File: src/pkg/acsp_pkg.sv
// constants shared by the adc serial configuration port
// Notes on behaviour
// serial clock moves bits on the data lines only while select is low.
// data is shifted in and out on the rising serial clock edge.
// input line bits enter the shift path only while select is low.
// readback bits shift out on the output line only while selected.
// output line is always driven, idle high when deselected, never released.
// configuration reset low returns every setting to default without a clock.
// the host drives the alignment input high to realign converters.
// the host holds the alignment pulse at least the minimum width.
// internal alignment pulse is stretched by a programmed 0 to 15 cycles.
// fixed 16-bit frame: read flag, 7-bit address, 8-bit data, msb first.
package acsp_pkg;
  localparam int          FRAME_BITS  = 16;
  localparam int          ADDR_W      = 7;
  localparam int          DATA_W      = 8;
  localparam int          NUM_REGS    = 4;
  localparam int          SYNC_STAGES = 3;
  localparam int          PIN_COUNT   = 5;
  localparam logic [6:0]  CTRL_ADDR   = 7'h00;
  localparam logic [6:0]  ALIGN_ADDR  = 7'h01;
  localparam logic [7:0]  CTRL_RST    = 8'h00;
  localparam logic [7:0]  ALIGN_RST   = 8'h00;
  localparam int          HOLD_POS    = 0;
  localparam int          EXT_LSB     = 0;
  localparam int          EXT_W       = 4;
  localparam int          HDR_LAST    = 7;
  localparam int          PIN_SCLK    = 0;
  localparam int          PIN_CSN     = 1;
  localparam int          PIN_MOSI    = 2;
  localparam int          PIN_APOS    = 3;
  localparam int          PIN_ANEG    = 4;
  // reset levels match the idle pins: select high, negative alignment leg high
  localparam logic [4:0]  PIN_RST     = 5'h12;
  typedef enum logic [1:0] {ACSP_IDLE, ACSP_SHIFT, ACSP_DONE} acsp_state_t;
endpackage
File: src/pkg/acsp_pin_if.sv
// filtered pin levels and rising edges passed from the synchroniser
`timescale 1ns/100ps
interface acsp_pin_if #(parameter int W = 5);
  logic [W-1:0] level;
  logic [W-1:0] rise;
  modport src (output level, output rise);
  modport dst (input level, input rise);
endinterface // acsp_pin_if

File: src/hw/acsp_pin_sync.sv
// three-stage synchroniser with agreement filter for external pins
`timescale 1ns/100ps
module acsp_pin_sync #(
  parameter int           W         = 5,
  parameter logic [W-1:0] RST_LEVEL = '0
) (
  input  wire logic         i_clk,
  input  wire logic         i_rstn,
  input  wire logic [W-1:0] i_pin,
  acsp_pin_if.src           pins
);
  if (W < 1) begin : g_chk
    $error("acsp_pin_sync: width must be at least one");
  end

  for (genvar g = 0; g < W; g++) begin : g_pin
    logic s1_reg;
    logic s2_reg;
    logic s3_reg;
    logic filt_reg;
    logic agree;
    // the first stage only feeds the second
    always_ff @(posedge i_clk) begin
      if (!i_rstn) begin
        s1_reg <= RST_LEVEL[g];
        s2_reg <= RST_LEVEL[g];
        s3_reg <= RST_LEVEL[g];
      end else begin
        s1_reg <= i_pin[g];
        s2_reg <= s1_reg;
        s3_reg <= s2_reg;
      end
    end
    assign agree = (s2_reg == s3_reg);
    always_ff @(posedge i_clk) begin
      if (!i_rstn) begin
        filt_reg <= RST_LEVEL[g];
      end else if (agree) begin
        filt_reg <= s3_reg;
      end
    end
    assign pins.level[g] = filt_reg;
    assign pins.rise[g]  = agree & s3_reg & ~filt_reg;
  end
endmodule // acsp_pin_sync

File: src/hw/acsp_top.sv
// serial configuration port with alignment pulse stretcher
`timescale 1ns/100ps
module acsp_top #(
  parameter int NUM_REGS = acsp_pkg::NUM_REGS
) (
  input  wire logic       i_clk,
  input  wire logic       i_rstn,
  input  wire logic       i_cfg_rstn,
  input  wire logic       i_sclk,
  input  wire logic       i_csn,
  input  wire logic       i_mosi,
  input  wire logic       i_align_pulse_pos,
  input  wire logic       i_align_pulse_neg,
  output logic            o_miso,
  output logic            o_align_int,
  output logic            o_clk_hold_mode,
  output logic [3:0]      o_align_ext,
  output logic [7:0]      o_ctrl
);
  if (NUM_REGS < 2 || NUM_REGS > (1 << acsp_pkg::ADDR_W)) begin : g_chk
    $error("acsp_top: NUM_REGS must hold control and alignment and fit the address");
  end

  acsp_pin_if #(.W(acsp_pkg::PIN_COUNT)) pin_bus ();

  acsp_pin_sync #(
    .W         (acsp_pkg::PIN_COUNT),
    .RST_LEVEL (acsp_pkg::PIN_RST)
  ) u_sync (
    .i_clk  (i_clk),
    .i_rstn (i_rstn),
    .i_pin  ({i_align_pulse_neg, i_align_pulse_pos, i_mosi, i_csn, i_sclk}),
    .pins   (pin_bus)
  );

  function automatic logic reg_hit(input logic [6:0] addr);
    reg_hit = (int'(addr) < NUM_REGS);
  endfunction

  function automatic logic [7:0] reg_default(input int idx);
    if (idx == int'(acsp_pkg::CTRL_ADDR)) begin
      reg_default = acsp_pkg::CTRL_RST;
    end else if (idx == int'(acsp_pkg::ALIGN_ADDR)) begin
      reg_default = acsp_pkg::ALIGN_RST;
    end else begin
      reg_default = 8'h00;
    end
  endfunction

  logic              csn_low;
  logic              sclk_rise;
  logic              mosi_bit;
  assign csn_low   = ~pin_bus.level[acsp_pkg::PIN_CSN];
  assign sclk_rise = pin_bus.rise[acsp_pkg::PIN_SCLK];
  assign mosi_bit  = pin_bus.level[acsp_pkg::PIN_MOSI];

  acsp_pkg::acsp_state_t state_reg;
  logic [3:0]        bit_cnt_reg;
  logic [14:0]       shift_reg;
  logic [7:0]        rd_shift_reg;
  logic              miso_reg;
  logic [7:0]        cfg_mem [NUM_REGS];
  logic              edge_ok;
  logic              hdr_done;
  logic              wr_fire;
  logic [6:0]        hdr_addr;
  logic [6:0]        wr_addr;
  logic [7:0]        wr_data;
  logic [7:0]        rd_data;

  // a bit is taken only on a rising serial edge while selected
  assign edge_ok  = (state_reg == acsp_pkg::ACSP_SHIFT) && csn_low && sclk_rise;
  assign hdr_done = edge_ok && (bit_cnt_reg == 4'(acsp_pkg::HDR_LAST));
  assign hdr_addr = {shift_reg[5:0], mosi_bit};
  assign wr_addr  = shift_reg[13:7];
  assign wr_data  = {shift_reg[6:0], mosi_bit};
  assign wr_fire  = edge_ok && (bit_cnt_reg == 4'(acsp_pkg::FRAME_BITS - 1))
                    && !shift_reg[14];
  assign rd_data  = reg_hit(hdr_addr) ? cfg_mem[int'(hdr_addr)] : 8'h00;

  // a frame cut short by select rising is dropped, nothing is written
  always_ff @(posedge i_clk) begin
    if (!i_rstn) begin
      state_reg   <= acsp_pkg::ACSP_IDLE;
      bit_cnt_reg <= 4'h0;
    end else begin
      unique case (state_reg)
        acsp_pkg::ACSP_IDLE: begin
          bit_cnt_reg <= 4'h0;
          if (csn_low) begin
            state_reg <= acsp_pkg::ACSP_SHIFT;
          end
        end
        acsp_pkg::ACSP_SHIFT: begin
          if (!csn_low) begin
            state_reg <= acsp_pkg::ACSP_IDLE;
          end else if (edge_ok) begin
            bit_cnt_reg <= bit_cnt_reg + 4'h1;
            if (bit_cnt_reg == 4'(acsp_pkg::FRAME_BITS - 1)) begin
              state_reg <= acsp_pkg::ACSP_DONE;
            end
          end
        end
        acsp_pkg::ACSP_DONE: begin
          // extra clocks after a full frame are ignored
          if (!csn_low) begin
            state_reg <= acsp_pkg::ACSP_IDLE;
          end
        end
      endcase
    end
  end

  always_ff @(posedge i_clk) begin
    if (!i_rstn) begin
      shift_reg <= 15'h0000;
    end else if (edge_ok) begin
      shift_reg <= {shift_reg[13:0], mosi_bit};
    end
  end

  // the output is driven at all times; idle high matches the board pull-up
  always_ff @(posedge i_clk) begin
    if (!i_rstn) begin
      miso_reg     <= 1'b1;
      rd_shift_reg <= 8'h00;
    end else if (state_reg == acsp_pkg::ACSP_IDLE) begin
      miso_reg     <= ~csn_low;
      rd_shift_reg <= 8'h00;
    end else if (hdr_done) begin
      miso_reg     <= shift_reg[6] ? rd_data[7] : 1'b0;
      rd_shift_reg <= shift_reg[6] ? {rd_data[6:0], 1'b0} : 8'h00;
    end else if (edge_ok && bit_cnt_reg > 4'(acsp_pkg::HDR_LAST)) begin
      miso_reg     <= rd_shift_reg[7];
      rd_shift_reg <= {rd_shift_reg[6:0], 1'b0};
    end
  end
  assign o_miso = miso_reg;

  // settings clear at once on the configuration reset, no clock needed
  always_ff @(posedge i_clk or negedge i_cfg_rstn) begin
    if (!i_cfg_rstn) begin
      for (int i = 0; i < NUM_REGS; i++) begin
        cfg_mem[i] <= reg_default(i);
      end
    end else if (!i_rstn) begin
      for (int i = 0; i < NUM_REGS; i++) begin
        cfg_mem[i] <= reg_default(i);
      end
    end else if (wr_fire && reg_hit(wr_addr)) begin
      cfg_mem[int'(wr_addr)] <= wr_data;
    end
  end

  assign o_ctrl          = cfg_mem[int'(acsp_pkg::CTRL_ADDR)];
  assign o_clk_hold_mode = o_ctrl[acsp_pkg::HOLD_POS];
  assign o_align_ext     = cfg_mem[int'(acsp_pkg::ALIGN_ADDR)][acsp_pkg::EXT_LSB +: acsp_pkg::EXT_W];

  // alignment input is active high; differential pair must disagree to count
  logic              align_now;
  logic              align_prev_reg;
  logic              align_fall;
  logic [3:0]        ext_cnt_reg;
  logic [3:0]        ext_cnt_next;
  logic              align_int_reg;
  // a pulse narrower than the filter delay may be lost entirely
  assign align_now  = pin_bus.level[acsp_pkg::PIN_APOS]
                      & ~pin_bus.level[acsp_pkg::PIN_ANEG];
  assign align_fall = align_prev_reg & ~align_now;

  always_comb begin
    if (align_fall) begin
      ext_cnt_next = o_align_ext;
    end else if (ext_cnt_reg != 4'h0) begin
      ext_cnt_next = ext_cnt_reg - 4'h1;
    end else begin
      ext_cnt_next = 4'h0;
    end
  end

  always_ff @(posedge i_clk) begin
    if (!i_rstn) begin
      align_prev_reg <= 1'b0;
      ext_cnt_reg    <= 4'h0;
      align_int_reg  <= 1'b0;
    end else begin
      align_prev_reg <= align_now;
      ext_cnt_reg    <= ext_cnt_next;
      align_int_reg  <= align_now | (ext_cnt_next != 4'h0);
    end
  end
  assign o_align_int = align_int_reg;
endmodule // acsp_top

File: config.mk
export PLATFORM = sky130hd
export DESIGN_NAME = acsp_top
export DESIGN_NICKNAME = d
export VERILOG_FILES = /design/src/pkg/acsp_pkg.sv /design/src/pkg/acsp_pin_if.sv /design/src/hw/acsp_pin_sync.sv /design/src/hw/acsp_top.sv
export SDC_FILE = /design/constraint.sdc
export NUM_CORES = 1
export LEC_CHECK = 0
export BUFFER_PORTS_ARGS = -buffer_cell sky130_fd_sc_hd__buf_4
export CAP_MARGIN = 30
export CORE_ASPECT_RATIO = 0.8
export CORE_MARGIN = 2
export CORE_UTILIZATION = 55
export CTS_CLUSTER_SIZE = 16
export DETAILED_ROUTE_END_ITERATION = 8
export GPL_TIMING_DRIVEN = 1
export PLACE_DENSITY = 0.73
export SLEW_MARGIN = 5
export SYNTH_ARGS = -nofsm -noshare
export SYNTH_HDL_FRONTEND = slang
export SYNTH_SLANG_ARGS = --single-unit
File: constraint.sdc
create_clock -name i_clk -period 2.1 [get_ports i_clk]
set_clock_uncertainty 0.15 [all_clocks]
set_input_delay 0.105 -clock i_clk [delete_from_list [all_inputs] [get_ports i_clk]]
set_output_delay 0.105 -clock i_clk [all_outputs]
set_load 0.01 [all_outputs]
==> flow_summary.json, run 1 <==
{
  "setup_slack_ns": 0.0387,
  "track_usage": 0.198,
  "dr.pass1.iters": 4,
  "critical_path_arrival_ns": 2.16,
  "drc_errors": 0,
  "cts_sinks": 87,
  "post-place-ws_ns": 0.00767,
  "cap_violations": 0,
  "netlist_area_um2": 3900,
  "synth_xor_area_frac": 0.00449,
  "place_inst": 452,
  "cp_slowest_stage_delay_ns": 0.39,
  "async_reset_ff_frac": 0.368,
  "path_clk_slew_ns": 0.08,
  "setup_tns_ns": 0,
  "fin_hold_ws_ns": 0.0836,
  "yosysWarnings": 0,
  "worst_pin_slew_ns": 0.473,
  "synth.area.mux_share": 0.139,
  "layout_commonest_cell": "dfxtp_1",
  "ant_nets": 0,
  "initial_core_util": 0.566,
  "synth_cell_types": 46,
  "grt_pass1_wl_um": 12100,
  "largest_reg_flops": 20,
  "power_mw": 3.01,
  "multiInputGateArea_um2": 1790,
  "drt-initial-drc-count": 68,
  "rsz0062_at_grt": "yes",
  "setup_viol": 0,
  "vias_per_cell": 5.46,
  "core_area_um2": 6890,
  "cts.htree.levels": 3,
  "via_count": 2603,
  "path_buf_inv": 1,
  "synth-compound-area-share": 0.0930,
  "ys.flop_type": "dfxtp_1",
  "nFillCells": 587,
  "period_needed_ns": 2.06,
  "hold_viol": 0,
  "cp_data_required_time_ns": 2.19,
  "routed_wl_um": 7050,
  "crit_chain": "inv_1, ha_1, and4bb_4, nand4_2, mux2i_1, nor2b_1",
  "cts_tree": "yes",
  "grt_max_degree": 40,
  "seqCellArea_um2": 1900,
  "io_pins": 23,
  "grt.overflow.total": 0,
  "ys_ff_latch": 87,
  "worstPathMaxFanout": 10,
  "hpwl_um": 4740,
  "fp.dieH_um": 79.3,
  "synthAdderAreaFrac": 0.0160,
  "status": "complete, no violations",
  "cts_buffers": 9,
  "fp.dieArea_um2": 7790,
  "worstSetupStartpointType": "flop",
  "syn2layout_area_growth_pct": 11.8,
  "p_per_area_nw_per_um2": 689,
  "fmax_mhz": 485,
  "hold_path.class": "in2async",
  "synth_top_family_by_area": "simple AND/OR/NAND/NOR gates",
  "gp_congestion": 0.784,
  "maxSlewHeadroom": 0.684,
  "antenna_found_initial": 0,
  "fin_cells": 477,
  "crit_type": "reg2reg",
  "syn-num-nets": 381,
  "drive_gt1_frac": 0.162,
  "synth_simple_gate_area_frac": 0.206,
  "yosysSeqAreaShare": 0.487,
  "critPathCaptureType": "flop",
  "peakVddDrop_mv": 0.382,
  "syn_area_per_cell_um2": 10.6,
  "synth_edf_count": 0,
  "final_cell_mix": "55 x dfxtp_1, 36 x nand2_1, 36 x mux2i_1, 36 x nor2b_1, 32 x dfrtp_1",
  "cts-root-buf": "clkbuf_8",
  "fin_crit_sh": 0.982,
  "clkLatencyLatePin_ns": 0.35,
  "critPathTopFamily": "simple AND/OR/NAND/NOR gates",
  "critPathSlowestCell": "nand4_2",
  "core.rowCount": 27,
  "fin_nets": 398,
  "syn_inst": 368,
  "io_buffers": 22,
  "wire_per_inst_um": 14.8,
  "p_leak_nw": 1.91,
  "clock_tree.buffer_depth": 2,
  "finalMaxSlewViolations": 0,
  "grt_pass1_vias": 2458,
  "fp.dieW_um": 98.2,
  "antennaDiodeCount": 0
}
-- cell usage after synthesis, types with 2 or more instances --
cell	count	share of area
nor4_1	2	0.0032
ha_1	5	0.016
nand3_1	5	0.0064
xor2_1	2	0.0045
dfxtp_1	55	0.28
buf_4	15	0.029
and2_1	12	0.019
a21boi_0	19	0.037
mux4_2	8	0.046
nand2b_1	10	0.016
a21oi_1	4	0.0051
nor4b_1	3	0.0067
nor3_1	9	0.012
a221oi_1	7	0.016
inv_1	5	0.0048
and3_1	2	0.0032
clkbuf_1	11	0.011
mux2i_1	36	0.092
nor2b_1	36	0.058
buf_2	4	0.0051
nand2_1	36	0.035
dfrtp_1	32	0.21
o21ai_0	10	0.013
nand4_2	4	0.013
nor2_1	13	0.013
buf_1	3	0.0029
-- report_power, final --
group	internal, mW	total [mW]	switching [mW]
Combinational	0.0522	0.107	0.0546
Sequential	1.67	1.68	0.00691
Clock	0.630	1.22	0.590
-- kinds of logic (layout without fill, tap and decap cells) --
family | count (synthesis) | count (layout)
AOI/OAI and AO/OA | 51 | 51
xor gates and xnor gates | 2 | 2
DFF | 87 | 87
and+or+nand+nor | 140 | 140
buffers and inverters | 39 | 61
adders and majority gates | 5 | 5
muxes | 44 | 44
-- layout make-up --
cell class,count,area share
Clock buffer,11,0.0350
Tap cell,87,0.0249
Clock inverter,5,0.0146
Multi-Input combinational cell,242,0.411
Timing Repair Buffer,40,0.0740
Inverter,5,0.00430
Sequential cell,87,0.436
-- path summary, 6_finish.rpt --
kind | startpoint | to | slack [ns] | depth (start not counted)
max | state_reg[1] | cfg_mem[7] | 0.04 | 6
min | i_cfg_rstn | cfg_mem[20] | 0.08 | 2
max reg2reg | state_reg[1] | cfg_mem[7] | 0.04 | 6
min reg2reg | u_sync.g_pin[4].s1_reg | u_sync.g_pin[4].s2_reg | 0.27 | 1
max in group asynchronous | i_cfg_rstn | o_ctrl[2] | 1.43 | 2
min in group i_clk | u_sync.g_pin[4].s1_reg | u_sync.g_pin[4].s2_reg | 0.27 | 1
-- layer usage --
| layer | share of wire | vias up | global-route usage |
|---|---|---|---|
| met1 | 0.51 | 1261 | 0.272 |
| li1 | - | 1300 | - |
| met5 | 0 | - | 0 |
| met2 | 0.45 | 34 | 0.304 |
| met4 | 0.012 | 0 | 0.0781 |
| met3 | 0.030 | 8 | 0.0475 |
-- through the flow --
stage / util / cell area, um2
CTS: 0.632 / 4350
detailed placement: 0.587 / 4050
finish: 0.633 / 4360
global placement: 0.587 / 4050
floorplan: - / 3900
global route: 0.633 / 4360
-- worst reg2reg max path, delay by kind of cell, from the launching register on --
family                   cells  cell delay [ns]
buffers and inverters        1             0.10
multiplexers                 1             0.31
flip-flops                   1             0.35
AND/OR/NAND/NOR              3             0.80
adder cells (fa/ha/maj)      1             0.23
-- what timing repair did --
item                       in CTS  in global routing
setup endpoints to repair       5                 38
setup buffers                   0                  0
gates resized for setup         0                  3
hold endpoints to repair       47                  0
hold buffers                    9                  0
pin swaps                       0                  0
(Power assumes the default switching activity.)
==> run 2: changes to the inputs <==
- CORE_MARGIN: 2 -> default
- CORE_UTILIZATION: 55 -> 40
- PLACE_DENSITY: 0.73 -> default
==> flow_summary.json, run 2 (same netlist as run 1, synthesis figures left out) <==
{
  "status": "complete, no violations",
  "nFillCells": 858,
  "hold_viol": 0,
  "core_area_um2": 9270,
  "io_buffers": 22,
  "gp_congestion": 0.773,
  "drive_gt1_frac": 0.159,
  "cts-root-buf": "clkbuf_16",
  "antennaDiodeCount": 0,
  "layout_commonest_cell": "dfxtp_1",
  "syn2layout_area_growth_pct": 15.1,
  "top_layer_used": "met4",
  "rsz0062_at_grt": "no",
  "ant_nets": 0,
  "maxSlewHeadroom": 0.606,
  "grt.overflow.total": 0,
  "fp.dieW_um": 112,
  "worst_pin_slew_ns": 0.586,
  "cts_tree": "yes",
  "initial_core_util": 0.421,
  "setup_viol": 0,
  "final_util": 0.485,
  "p_per_area_nw_per_um2": 718,
  "worstPathMaxFanout": 10,
  "cts_sinks": 87,
  "dr.pass1.iters": 4,
  "via_count": 2636,
  "final_cell_mix": "55 x dfxtp_1, 36 x nand2_1, 36 x mux2i_1, 36 x nor2b_1",
  "clock_tree.buffer_depth": 2,
  "fin_nets": 399,
  "finalMaxSlewViolations": 0,
  "p_leak_nw": 1.94,
  "cp_data_required_time_ns": 2.21,
  "routed_wl_um": 7450,
  "largest_reg_flops": 20,
  "critPathCaptureType": "flop",
  "grt_pass1_vias": 2493,
  "crit_type": "reg2reg",
  "r2r_end": "rd_shift_reg[6]",
  "clkLatencyLatePin_ns": 0.33,
  "cap_violations": 0,
  "final_area_um2": 4490,
  "antenna_found_initial": 0,
  "worstSetupStartpointType": "flop",
  "drt-met1-wl_um": 3900,
  "path_clk_slew_ns": 0.06,
  "cts_buffers": 9,
  "drc_errors": 0,
  "fin_crit_sh": 0.929,
  "vias_per_cell": 5.21,
  "grt_pass1_wl_um": 12800,
  "fp.dieArea_um2": 10200,
  "hpwl_um": 5000,
  "fmax_mhz": 513,
  "worstRegToRegCells": 6,
  "cts.htree.levels": 3,
  "wl_met3_um": 215,
  "core.rowCount": 31,
  "dr_wl_met2_um": 3270,
  "r2r_setup_slack_ns": 0.15,
  "grt_max_degree": 44,
  "track_usage": 0.158,
  "placed_area_um2": 4090,
  "drt-initial-drc-count": 123,
  "period_needed_ns": 1.95,
  "hold_path.class": "in2async",
  "worstReg2RegStart": "state_reg[1]",
  "wire_per_inst_um": 14.7,
  "fp.dieH_um": 90.3,
  "io_pins": 23,
  "critical_path_arrival_ns": 2.06,
  "peakVddDrop_mv": 0.388
}
-- run 2: changes by cell type in the layout (fill, tap and decap cells not counted), sizes merged --
cell    previous run  this run
buf               31        32
clkinv             2         3
bufinv             1         0
clkbuf            11        12
inv                6         5
-- run 2: layer usage --
layer / track usage / up-vias
met2: 0.238 / 44
met4: 0.0433 / 0
met1: 0.228 / 1285
li1: - / 1302
met3: 0.0342 / 5
met5: 0 / -
-- run 2: how the worst max path moves through the flow --
| stage | startpoint | to | slack [ns] | depth (start not counted) |
|---|---|---|---|---|
| 6_report | state_reg[1] | rd_shift_reg[6] | 0.15 | 6 |
| 5_1_grt | state_reg[1] | rd_shift_reg[6] | 0.002 | 6 |
| 4_1_cts | state_reg[1] | cfg_mem[8] | -0.03 | 6 |
| 3_5_place_dp | state_reg[1] | cfg_mem[8] | -0.01 | 6 |
| 3_3_place_gp | state_reg[1] | cfg_mem[8] | 0.05 | 6 |
| 2_1_floorplan | state_reg[1] | o_miso | 0.26 | 8 |
-- run 2: final cells by class --
type | count | area (um2) | share of cell area
sequential | 87 | 1900 | 0.423
multi-input combinational | 242 | 1830 | 0.407
timing repair buffer | 41 | 330 | 0.0735
clock buffer | 12 | 246 | 0.0549
tap | 115 | 144 | 0.0320
clock inverter | 4 | 21.3 | 0.00474
inverter | 5 | 18.8 | 0.00418
-- run 2: what timing repair did --
| item | CTS | global route |
|---|---|---|
| hold buffers | 9 | 0 |
| hold endpoints to repair | 47 | 0 |
| setup buffers | 0 | 0 |
| resized for setup | 0 | 7 |
| setup endpoints to repair | 4 | 39 |
-- run 2: stage by stage --
step | total power [mW] | instances | setup WS [ns] | setup TNS, ns | hold WS (ns)
global placement | 1.81 | 481 | 0.0457 | 0 | -0.0811
detailed placement | 1.81 | 481 | -0.00965 | -0.00965 | -0.0793
CTS | 3.27 | 506 | -0.0266 | -0.0352 | 0.106
floorplan | 1.77 | 368 | 0.257 | 0 | -0.341
finish | 3.23 | 506 | 0.149 | 0 | 0.0958
global route | 3.34 | 506 | 0.00228 | 0 | 0.138
-- run 2: where the power goes --
| group | switching (mW) | internal (mW) |
|---|---|---|
| Sequential | 0.00692 | 1.67 |
| Clock | 0.612 | 0.826 |
| Combinational | 0.0545 | 0.0523 |
-- run 2: critical path, stage by stage, from the launching register on --
cell and delay [ns]:
dfxtp_1 0.34, inv_1 0.10, ha_1 0.24, and4bb_4 0.40
and4_2 0.37, a221oi_1 0.11, nor3_1 0.18
